### config.mk
export PLATFORM = sky130hd
export DESIGN_NAME = cts_top
export DESIGN_NICKNAME = d
export VERILOG_FILES = /design/src/include/cts_pkg.sv /design/src/verilog/cts_i2c.sv /design/src/verilog/cts_top.sv
export SDC_FILE = /design/constraint.sdc
export NUM_CORES = 1
export LEC_CHECK = 0
export BUFFER_PORTS_ARGS = -buffer_cell sky130_fd_sc_hd__buf_2
export CORE_MARGIN = 5
export CORE_UTILIZATION = 48
export DETAILED_ROUTE_END_ITERATION = 8
export GPL_TIMING_DRIVEN = 0
export PLACE_DENSITY = 0.65
export RECOVER_POWER = 25
export REMOVE_ABC_BUFFERS = 1
export SETUP_SLACK_MARGIN = 0.02
export SYNTH_ARGS = -nofsm -noshare
export SYNTH_HDL_FRONTEND = slang
export SYNTH_HIERARCHICAL = 1
export SYNTH_SLANG_ARGS = --single-unit
### constraint.sdc
create_clock -name sys_clk -period 12.4 [get_ports sys_clk]
set_clock_uncertainty 0.15 [all_clocks]
set_input_delay 2.48 -clock sys_clk [delete_from_list [all_inputs] [get_ports sys_clk]]
set_output_delay 2.48 -clock sys_clk [all_outputs]
set_load 0.01 [all_outputs]
### src/include/cts_pkg.sv
package cts_pkg;
    localparam logic [6:0]  DEV_ADDR         = 7'h6c;
    localparam logic [7:0]  RUN_ADDR         = 8'h02;
    localparam logic [7:0]  MUTE_ADDR        = 8'h03;
    localparam logic [7:0]  VOLUME_ADDR      = 8'h04;
    localparam logic [7:0]  STATUS_ADDR      = 8'h05;
    localparam logic [7:0]  CLIP_MID_ADDR    = 8'h10;
    localparam logic [7:0]  CLIP_LOW_ADDR    = 8'h11;
    localparam logic [7:0]  CLIP_HIGH_ADDR   = 8'h12;
    localparam int          CLIP_LOW_LSB     = 2;
    localparam int          RUN_BIT          = 0;
    localparam int          MUTE_BIT         = 0;
    localparam int          STAT_ACTIVE_BIT  = 0;
    localparam int          STAT_SWMODE_BIT  = 1;
    localparam logic [1:0]  SW_MODE_CODE     = 2'h3;
    localparam logic        RUN_RESET        = 1'h1;
    localparam logic        MUTE_RESET       = 1'h0;
    localparam logic [7:0]  VOLUME_RESET     = 8'h80;
    localparam int          VOLUME_SHIFT     = 7;
    localparam logic [5:0]  CLIP_HIGH_RESET  = 6'h3f;
    localparam logic [7:0]  CLIP_MID_RESET   = 8'hff;
    localparam logic [5:0]  CLIP_LOW_RESET   = 6'h3f;
    localparam logic [1:0]  CLIP_RSVD_RESET  = 2'h0;
    localparam logic [19:0] CLIP_LEVEL_RESET = {CLIP_HIGH_RESET, CLIP_MID_RESET, CLIP_LOW_RESET};

    typedef enum logic [3:0] {
        CTS_IDLE      = 4'b0000,
        CTS_ADDR      = 4'b0001,
        CTS_ADDR_ACK  = 4'b0010,
        CTS_PTR       = 4'b0011,
        CTS_PTR_ACK   = 4'b0100,
        CTS_WDATA     = 4'b0101,
        CTS_WDATA_ACK = 4'b0110,
        CTS_RDATA     = 4'b0111,
        CTS_RDATA_ACK = 4'b1000
    } cts_i2c_state_t;
endpackage

### src/verilog/cts_i2c.sv
`timescale 1ns/1ps
module cts_i2c (
    // clock and reset
    input  wire logic       sys_clk,
    input  wire logic       rst_b,
    input  wire logic       clk_en,
    input  wire logic       enable,
    // serial pins
    input  wire logic       scl_in,
    input  wire logic       sda_in,
    output logic            sda_out,
    output logic            sda_oe,
    // register access
    output logic            wr_en,
    output logic [7:0]      wr_addr,
    output logic [7:0]      wr_data,
    output logic [7:0]      rd_addr,
    input  wire logic [7:0] rd_data
);
    cts_pkg::cts_i2c_state_t state;
    logic       scl_q;
    logic       sda_q;
    logic [3:0] bitc;
    logic [7:0] shift;
    logic [7:0] tx;
    logic       rw;
    logic       nack;
    logic [7:0] ptr;

    wire scl_rise = scl_in && !scl_q;
    wire scl_fall = !scl_in && scl_q;
    wire start_c  = scl_in && scl_q && sda_q && !sda_in;
    wire stop_c   = scl_in && scl_q && !sda_q && sda_in;
    wire byte_in  = bitc == 4'h8;
    wire addr_hit = shift[7:1] == cts_pkg::DEV_ADDR;

    assign rd_addr = ptr;

    always_ff @(posedge sys_clk) begin
        if (!rst_b) begin
            scl_q <= 1'b1;
            sda_q <= 1'b1;
        end else if (clk_en) begin
            scl_q <= scl_in;
            sda_q <= sda_in;
        end
    end

    always_ff @(posedge sys_clk) begin
        if (!rst_b) begin
            state   <= cts_pkg::CTS_IDLE;
            bitc    <= 4'h0;
            shift   <= 8'h00;
            tx      <= 8'h00;
            rw      <= 1'b0;
            nack    <= 1'b0;
            ptr     <= 8'h00;
            sda_out <= 1'b0;
            sda_oe  <= 1'b0;
            wr_en   <= 1'b0;
            wr_addr <= 8'h00;
            wr_data <= 8'h00;
        end else if (clk_en) begin
            wr_en <= 1'b0;
            if (!enable || stop_c) begin
                state  <= cts_pkg::CTS_IDLE;
                sda_oe <= 1'b0;
            end else if (start_c) begin
                state  <= cts_pkg::CTS_ADDR;
                bitc   <= 4'h0;
                sda_oe <= 1'b0;
            end else if (scl_rise) begin
                if (state == cts_pkg::CTS_RDATA_ACK) begin
                    nack <= sda_in;
                end else begin
                    shift <= {shift[6:0], sda_in};
                    bitc  <= bitc + 4'h1;
                end
            end else if (scl_fall) begin
                case (state)
                    cts_pkg::CTS_ADDR: begin
                        if (byte_in) begin
                            state  <= addr_hit ? cts_pkg::CTS_ADDR_ACK : cts_pkg::CTS_IDLE;
                            sda_oe <= addr_hit;
                            rw     <= shift[0];
                        end
                    end
                    cts_pkg::CTS_ADDR_ACK: begin
                        bitc <= 4'h0;
                        if (rw) begin
                            state  <= cts_pkg::CTS_RDATA;
                            tx     <= rd_data;
                            sda_oe <= !rd_data[7];
                        end else begin
                            state  <= cts_pkg::CTS_PTR;
                            sda_oe <= 1'b0;
                        end
                    end
                    cts_pkg::CTS_PTR: begin
                        if (byte_in) begin
                            ptr    <= shift;
                            state  <= cts_pkg::CTS_PTR_ACK;
                            sda_oe <= 1'b1;
                        end
                    end
                    cts_pkg::CTS_PTR_ACK, cts_pkg::CTS_WDATA_ACK: begin
                        if (state == cts_pkg::CTS_WDATA_ACK) begin
                            ptr <= ptr + 8'h01;
                        end
                        state  <= cts_pkg::CTS_WDATA;
                        bitc   <= 4'h0;
                        sda_oe <= 1'b0;
                    end
                    cts_pkg::CTS_WDATA: begin
                        if (byte_in) begin
                            wr_en   <= 1'b1;
                            wr_addr <= ptr;
                            wr_data <= shift;
                            state   <= cts_pkg::CTS_WDATA_ACK;
                            sda_oe  <= 1'b1;
                        end
                    end
                    cts_pkg::CTS_RDATA: begin
                        if (byte_in) begin
                            state  <= cts_pkg::CTS_RDATA_ACK;
                            sda_oe <= 1'b0;
                            ptr    <= ptr + 8'h01;
                        end else begin
                            tx     <= {tx[6:0], 1'b0};
                            sda_oe <= !tx[6];
                        end
                    end
                    cts_pkg::CTS_RDATA_ACK: begin
                        bitc <= 4'h0;
                        if (nack) begin
                            state <= cts_pkg::CTS_IDLE;
                        end else begin
                            state  <= cts_pkg::CTS_RDATA;
                            tx     <= rd_data;
                            sda_oe <= !rd_data[7];
                        end
                    end
                    default: begin
                        state <= cts_pkg::CTS_IDLE;
                    end
                endcase
            end
        end
    end
endmodule

### src/verilog/cts_top.sv
`timescale 1ns/1ps
module cts_top (
    // clock and reset
    input  wire logic        sys_clk,
    input  wire logic        rst_b,
    input  wire logic        clk_en,
    // strap and control pins
    input  wire logic [1:0]  speaker_gain_select,
    input  wire logic        speaker_shutdown_n,
    // control port
    input  wire logic        bridge_mode_or_serial_clock,
    input  wire logic        sda_in,
    output logic             sda_out,
    output logic             sda_oe,
    // audio samples in
    input  wire logic [23:0] sample_in,
    input  wire logic        sample_in_valid,
    // audio samples out
    output logic [23:0]      sample_out,
    output logic             sample_out_valid,
    // status
    output logic             software_mode,
    output logic             device_active,
    output logic [19:0]      clip_threshold_level
);
    logic       run_bit;
    logic       mute_bit;
    logic [7:0] volume;
    logic [5:0] clip_high;
    logic [7:0] clip_mid;
    logic [5:0] clip_low;
    logic [1:0] clip_rsvd;
    logic       host_wr;
    logic [7:0] host_wr_addr;
    logic [7:0] host_wr_data;
    logic [7:0] host_rd_addr;

    function automatic logic [23:0] clip_sample(input logic signed [25:0] v, input logic [19:0] lvl);
        logic signed [25:0] pos;
        pos = $signed({6'h00, lvl});
        if (v > pos) begin
            clip_sample = pos[23:0];
        end else if (v < -pos) begin
            clip_sample = 24'(-pos);
        end else begin
            clip_sample = v[23:0];
        end
    endfunction

    wire [7:0] status_byte = {6'h00, software_mode, device_active};
    wire [7:0] rd_data =
        (host_rd_addr == cts_pkg::RUN_ADDR)       ? {7'h00, run_bit} :
        (host_rd_addr == cts_pkg::MUTE_ADDR)      ? {7'h00, mute_bit} :
        (host_rd_addr == cts_pkg::VOLUME_ADDR)    ? volume :
        (host_rd_addr == cts_pkg::STATUS_ADDR)    ? status_byte :
        (host_rd_addr == cts_pkg::CLIP_HIGH_ADDR) ? {2'h0, clip_high} :
        (host_rd_addr == cts_pkg::CLIP_MID_ADDR)  ? clip_mid :
        (host_rd_addr == cts_pkg::CLIP_LOW_ADDR)  ? {clip_low, clip_rsvd} : 8'h00;

    cts_i2c u_i2c (
        .sys_clk (sys_clk),
        .rst_b   (rst_b),
        .clk_en  (clk_en),
        .enable  (software_mode),
        .scl_in  (bridge_mode_or_serial_clock),
        .sda_in  (sda_in),
        .sda_out (sda_out),
        .sda_oe  (sda_oe),
        .wr_en   (host_wr),
        .wr_addr (host_wr_addr),
        .wr_data (host_wr_data),
        .rd_addr (host_rd_addr),
        .rd_data (rd_data)
    );

    wire shutdown_now = !speaker_shutdown_n || !run_bit;
    wire wr_run       = host_wr && host_wr_addr == cts_pkg::RUN_ADDR;
    wire wr_mute      = host_wr && host_wr_addr == cts_pkg::MUTE_ADDR;
    wire wr_volume    = host_wr && host_wr_addr == cts_pkg::VOLUME_ADDR;
    wire wr_high      = host_wr && host_wr_addr == cts_pkg::CLIP_HIGH_ADDR;
    wire wr_mid       = host_wr && host_wr_addr == cts_pkg::CLIP_MID_ADDR;
    wire wr_low       = host_wr && host_wr_addr == cts_pkg::CLIP_LOW_ADDR;
    wire [19:0] next_clip_level = {clip_high, clip_mid, clip_low};

    wire signed [32:0] scaled     = $signed(sample_in) * $signed({1'b0, volume});
    wire signed [25:0] scaled_sh  = scaled[32:7];
    wire [23:0]        next_out   = clip_sample(scaled_sh, clip_threshold_level);
    wire               out_silent = mute_bit || shutdown_now;

    always_ff @(posedge sys_clk) begin
        if (!rst_b) begin
            software_mode <= 1'b0;
            device_active <= 1'b0;
        end else if (clk_en) begin
            software_mode <= speaker_gain_select == cts_pkg::SW_MODE_CODE;
            device_active <= !shutdown_now;
        end
    end

    always_ff @(posedge sys_clk) begin
        if (!rst_b) begin
            run_bit  <= cts_pkg::RUN_RESET;
            mute_bit <= cts_pkg::MUTE_RESET;
            volume   <= cts_pkg::VOLUME_RESET;
        end else if (clk_en) begin
            if (wr_run) begin
                run_bit <= host_wr_data[cts_pkg::RUN_BIT];
            end
            if (wr_mute) begin
                mute_bit <= host_wr_data[cts_pkg::MUTE_BIT];
            end
            if (wr_volume) begin
                volume <= host_wr_data;
            end
        end
    end

    always_ff @(posedge sys_clk) begin
        if (!rst_b) begin
            clip_high <= cts_pkg::CLIP_HIGH_RESET;
            clip_mid  <= cts_pkg::CLIP_MID_RESET;
            clip_low  <= cts_pkg::CLIP_LOW_RESET;
            clip_rsvd <= cts_pkg::CLIP_RSVD_RESET;
        end else if (clk_en) begin
            if (wr_high) begin
                clip_high <= host_wr_data[5:0];
            end
            if (wr_mid) begin
                clip_mid <= host_wr_data;
            end
            if (wr_low) begin
                clip_low  <= host_wr_data[7:cts_pkg::CLIP_LOW_LSB];
                clip_rsvd <= host_wr_data[1:0];
            end
        end
    end

    // threshold in use only moves while the device is shut down
    always_ff @(posedge sys_clk) begin
        if (!rst_b) begin
            clip_threshold_level <= cts_pkg::CLIP_LEVEL_RESET;
        end else if (clk_en && shutdown_now) begin
            clip_threshold_level <= next_clip_level;
        end
    end

    always_ff @(posedge sys_clk) begin
        if (!rst_b) begin
            sample_out       <= 24'h000000;
            sample_out_valid <= 1'b0;
        end else if (clk_en) begin
            sample_out_valid <= sample_in_valid && !shutdown_now;
            sample_out       <= out_silent ? 24'h000000 : next_out;
        end
    end

    wire [23:0] out_mag = sample_out[23] ? 24'(-sample_out) : sample_out;

    low_field_a: assert property (@(posedge sys_clk) disable iff (!rst_b)
        (clk_en && wr_low) |=> (host_rd_addr != cts_pkg::CLIP_LOW_ADDR
            || rd_data[7:2] == $past(host_wr_data[7:2])))
        else $error("low threshold field not stored");
    mid_field_a: assert property (@(posedge sys_clk) disable iff (!rst_b)
        (clk_en && wr_mid) |=> clip_mid == $past(host_wr_data))
        else $error("middle threshold field not stored");
    clip_limit_a: assert property (@(posedge sys_clk) disable iff (!rst_b)
        ($past(clk_en) && sample_out_valid) |-> out_mag <= {4'h0, $past(clip_threshold_level)})
        else $error("output exceeds clip threshold");
    level_hold_a: assert property (@(posedge sys_clk) disable iff (!rst_b)
        (clk_en && !shutdown_now) |=> $stable(clip_threshold_level))
        else $error("threshold moved outside shutdown");
    mute_silence_a: assert property (@(posedge sys_clk) disable iff (!rst_b)
        (clk_en && out_silent) |=> sample_out == 24'h000000)
        else $error("audio leaks while muted or shut down");
    audio_flow_a: assert property (@(posedge sys_clk) disable iff (!rst_b)
        (clk_en && !shutdown_now && sample_in_valid) |=> sample_out_valid)
        else $error("audio not passed in normal operation");
    shutdown_gate_a: assert property (@(posedge sys_clk) disable iff (!rst_b)
        (clk_en && (!speaker_shutdown_n || !run_bit)) |=> !device_active ##1 (!device_active || $past(clk_en)))
        else $error("device active while shutdown requested");
    volume_live_a: assert property (@(posedge sys_clk) disable iff (!rst_b)
        (clk_en && wr_volume && !shutdown_now) |=> volume == $past(host_wr_data))
        else $error("volume not applied during operation");
    mode_select_a: assert property (@(posedge sys_clk) disable iff (!rst_b)
        clk_en |=> software_mode == ($past(speaker_gain_select) == cts_pkg::SW_MODE_CODE))
        else $error("software mode decode wrong");

    // setting storage
    run_write_a: assert property (@(posedge sys_clk) disable iff (!rst_b)
        (clk_en && wr_run) |=> run_bit == $past(host_wr_data[cts_pkg::RUN_BIT]))
        else $error("run bit not stored");
    mute_write_a: assert property (@(posedge sys_clk) disable iff (!rst_b)
        (clk_en && wr_mute) |=> mute_bit == $past(host_wr_data[cts_pkg::MUTE_BIT]))
        else $error("mute bit not stored");
    high_field_a: assert property (@(posedge sys_clk) disable iff (!rst_b)
        (clk_en && wr_high) |=> clip_high == $past(host_wr_data[5:0]))
        else $error("upper threshold field not stored");
    rsvd_field_a: assert property (@(posedge sys_clk) disable iff (!rst_b)
        (clk_en && wr_low) |=> clip_rsvd == $past(host_wr_data[1:0]))
        else $error("reserved bits not stored");

    // threshold load and clip edges
    level_load_a: assert property (@(posedge sys_clk) disable iff (!rst_b)
        (clk_en && shutdown_now) |=> clip_threshold_level == $past({clip_high, clip_mid, clip_low}))
        else $error("threshold not loaded in shutdown");
    clip_reach_a: assert property (@(posedge sys_clk) disable iff (!rst_b)
        (clk_en && !out_silent && scaled_sh > $signed({6'h00, clip_threshold_level}))
            |=> sample_out == {4'h0, $past(clip_threshold_level)})
        else $error("positive clip level not reached");
    clip_floor_a: assert property (@(posedge sys_clk) disable iff (!rst_b)
        (clk_en && !out_silent && scaled_sh < -$signed({6'h00, clip_threshold_level}))
            |=> sample_out == 24'h000000 - {4'h0, $past(clip_threshold_level)})
        else $error("negative clip level not reached");
    clip_inside_a: assert property (@(posedge sys_clk) disable iff (!rst_b)
        (clk_en && !out_silent && scaled_sh <= $signed({6'h00, clip_threshold_level})
            && scaled_sh >= -$signed({6'h00, clip_threshold_level})) |=> sample_out == $past(scaled_sh[23:0]))
        else $error("in-range sample altered");

    // shutdown, freeze and pin release
    valid_gate_a: assert property (@(posedge sys_clk) disable iff (!rst_b)
        (clk_en && shutdown_now) |=> !sample_out_valid)
        else $error("sample valid while shut down");
    run_active_a: assert property (@(posedge sys_clk) disable iff (!rst_b)
        (clk_en && speaker_shutdown_n && run_bit) |=> device_active)
        else $error("device idle although released");
    enable_freeze_a: assert property (@(posedge sys_clk) disable iff (!rst_b)
        !clk_en |=> $stable(device_active) && $stable(sample_out) && $stable(clip_threshold_level))
        else $error("state moved while clock enable low");
    sda_release_a: assert property (@(posedge sys_clk) disable iff (!rst_b)
        (clk_en && !software_mode) |=> !sda_oe)
        else $error("data line pulled outside software mode");
endmodule
==> impl_metrics.tcl <==
set metrics [dict create \
    grt_antenna_before_repair 0 \
    cts_root_buf "clkbuf_16" \
    tritoncts "done" \
    ctsResizeCount 0 \
    end_kind "flip-flop" \
    pin_count 82 \
    wirelength_um 37400 \
    clk_latency_ps 430 \
    drv_cap 1 \
    fin_tns_setup_ps 0 \
    crit_required_ps 12600 \
    syn_area_mm2 0.0146 \
    routabilityCongestion 0.896 \
    nets 2046 \
    dp_hpwl_um 28500 \
    synthDistinctLibCells 93 \
    yosysSeqAreaShare 0.182 \
    ys_seq_elements 132 \
    die_y_um 184 \
    antenna_left 0 \
    cp_common_cell "fa_1" \
    critical_path_class "in2reg" \
    slowest_stage "a31o_1" \
    post_cts_buffers 0 \
    tightest_slew_ps 3880 \
    finalHoldViolCount 0 \
    via_per_inst 5.61 \
    cts.path.max_buffers 2 \
    ys_warn_count 6 \
    min_period_over_period 0.858 \
    clk_pin_slew_ps 60 \
    yosysMostFrequentCell "inv_1" \
    critPathMaxFanout 36 \
    initialDrtViolationCount 733 \
    min_path_type "reg2reg" \
    drv_slew 94 \
    antenna_cells_inserted 0 \
    synth_top_area_frac 0.205 \
    peakVddDrop_mv 0.0884 \
    grt_max_degree 94 \
    setup_ws_ps 1760 \
    synth.avg_cell_area_um2 8.43 \
    cts_hold_buf 0 \
    grt_overflow 0 \
    relSlewSlack -1.59 \
    syn_inst 1726 \
    drtPass1Iterations 5 \
    final_cells 2155 \
    core_mm2 0.0298 \
    grt_usage 0.226 \
    max_freq_mhz 94.0 \
    power.leakage_nw 7.24 \
    violations "max-capacitance violations, max-slew violations" \
    routedWlPerCell_um 17.4 \
    final.min_clock_period_ps 10640 \
    die_x_um 184 \
    cp-start-kind "input pin" \
    netlist_top_cells_area "fa_1 (20%), dfxtp_1 (18%), ha_1 (9.6%), inv_1 (6.2%), and2_1 (5.4%)" \
    placed_cells 2123 \
    synth_edf_count 0 \
    ys.flop_type "dfxtp_1" \
    initial_core_util 0.489 \
    grt_pass1_vias 12100 \
    rows 63 \
    synthArstFlopShare 0 \
    powerDensity_mw_per_mm2 74.8 \
    rsz0062_at_grt "no" \
    yosysTopAreaCell "fa_1" \
    grt_pass1_wl_um 62500 \
    final_layout_size_suffix_gt1_frac 0.0663 \
    setup-violations-final 0 \
    cts_buffers 17 \
    dieArea_mm2 0.0339 \
    htree_levels 4 \
    max_stage_delay_ps 1040 \
    status "finished, violations left" \
    pre_cts_slack_ps 1400 \
    area_delta_synth_final_pct 7.80 \
    synth_commonest_cells "inv_1 (242), nand2_1 (205), fa_1 (149)" \
    io_buffers 80 \
    worstPathArrival_ps 10830 \
    via_count 12100 \
    clock-sinks 132 \
    drc_errors 0 \
]
cells by family (layout without fill, tap and decap cells):
| family | Yosys count | count (layout) | synth area share |
|---|---|---|---|
| XOR/XNOR | 45 | 45 | 0.0271 |
| AO/OA/AOI/OAI | 318 | 318 | 0.144 |
| buffers and inverters | 318 | 357 | 0.0881 |
| flip-flops | 132 | 132 | 0.182 |
| multiplexers | 74 | 74 | 0.0511 |
| adder cells (fa/ha/maj) | 261 | 261 | 0.301 |
| AND/OR/NAND/NOR | 577 | 577 | 0.207 |
| other | 1 | 1 | 0.000258 |
where the power goes:
part / leakage, nW / internal [mW] / total [mW] / switching, mW
registers: 1.07 / 0.433 / 0.445 / 0.0114
logic: 5.86 / 0.0605 / 0.163 / 0.103
clock network: 0.310 / 0.359 / 0.565 / 0.207
final cells by class:
class                   instances  area [µm²]
well taps                     390         488
clock buffers                  17         425
repair buffers                 80         350
fillers                      2873       14100
multi-input cells            1276       10600
clock inverters                15         230
inverters                     245         920
flip-flops and latches        132        2640
final timing paths:
kind                         end  slack (ps)          start  cells after the start
hold reg to reg    sample_out[3]         300  sample_out[3]                      1
setup / recovery  sample_out[22]        1760   sample_in[5]                     30
setup reg to reg  sample_out[22]        2680      volume[2]                     29
hold / removal     sample_out[3]         300  sample_out[3]                      1
metal layers:
| layer | GRT usage | wire length, µm | vias to the layer above |
|---|---|---|---|
| li1 | - | - | 5784 |
| met1 | 0.303 | 16400 | 5916 |
| met5 | 0 | 0 | - |
| met3 | 0.0462 | 2290 | 81 |
| met4 | 0.0802 | 1260 | 0 |
| met2 | 0.366 | 17500 | 312 |
critical path, delay by kind of cell:
family | cells | cell delay [ps]
AOI/OAI and AO/OA | 12 | 3430
xor gates and xnor gates | 1 | 210
buffers and inverters | 4 | 310
and+or+nand+nor | 7 | 1600
adders and majority gates | 6 | 2770
cells in the final DEF (no fill, tap or decap), types with 66 or more instances in the layout:
cell type and instances:
a21oi_1 79, and2_1 124, dfxtp_1 132, fa_1 149
ha_1 112, inv_1 242, mux2i_1 71, nand2_1 205
nor2_1 73, o21ai_0 66
per-stage QoR:
| step | hold WS (ps) | instance area, µm² | total power [mW] | utilization |
|---|---|---|---|---|
| floorplan | 281 | 14200 | 0.554 | - |
| global placement | 283 | 15100 | 0.615 | 0.506 |
| detailed placement | 289 | 15100 | 0.617 | 0.506 |
| CTS | 304 | 15700 | 1.18 | 0.528 |
| global route | 322 | 15700 | 1.22 | 0.527 |
| finish | 303 | 15700 | 1.17 | 0.527 |
flip-flops by register name, summed over array words and instances, names as in the netlist, 2 cells and up:
| signal | flops |
|---|---|
| u_i2c/tx | 7 |
| clip_high | 6 |
| u_i2c/state | 4 |
| sample_out | 24 |
| u_i2c/bitc | 4 |
| u_i2c/shift | 8 |
| clip_low | 6 |
| volume | 8 |
| u_i2c/rd_addr | 8 |
| clip_threshold_level | 20 |
| u_i2c/wr_addr | 8 |
| u_i2c/wr_data | 8 |
| clip_rsvd | 2 |
| clip_mid | 8 |
(Power assumes the default switching activity.)
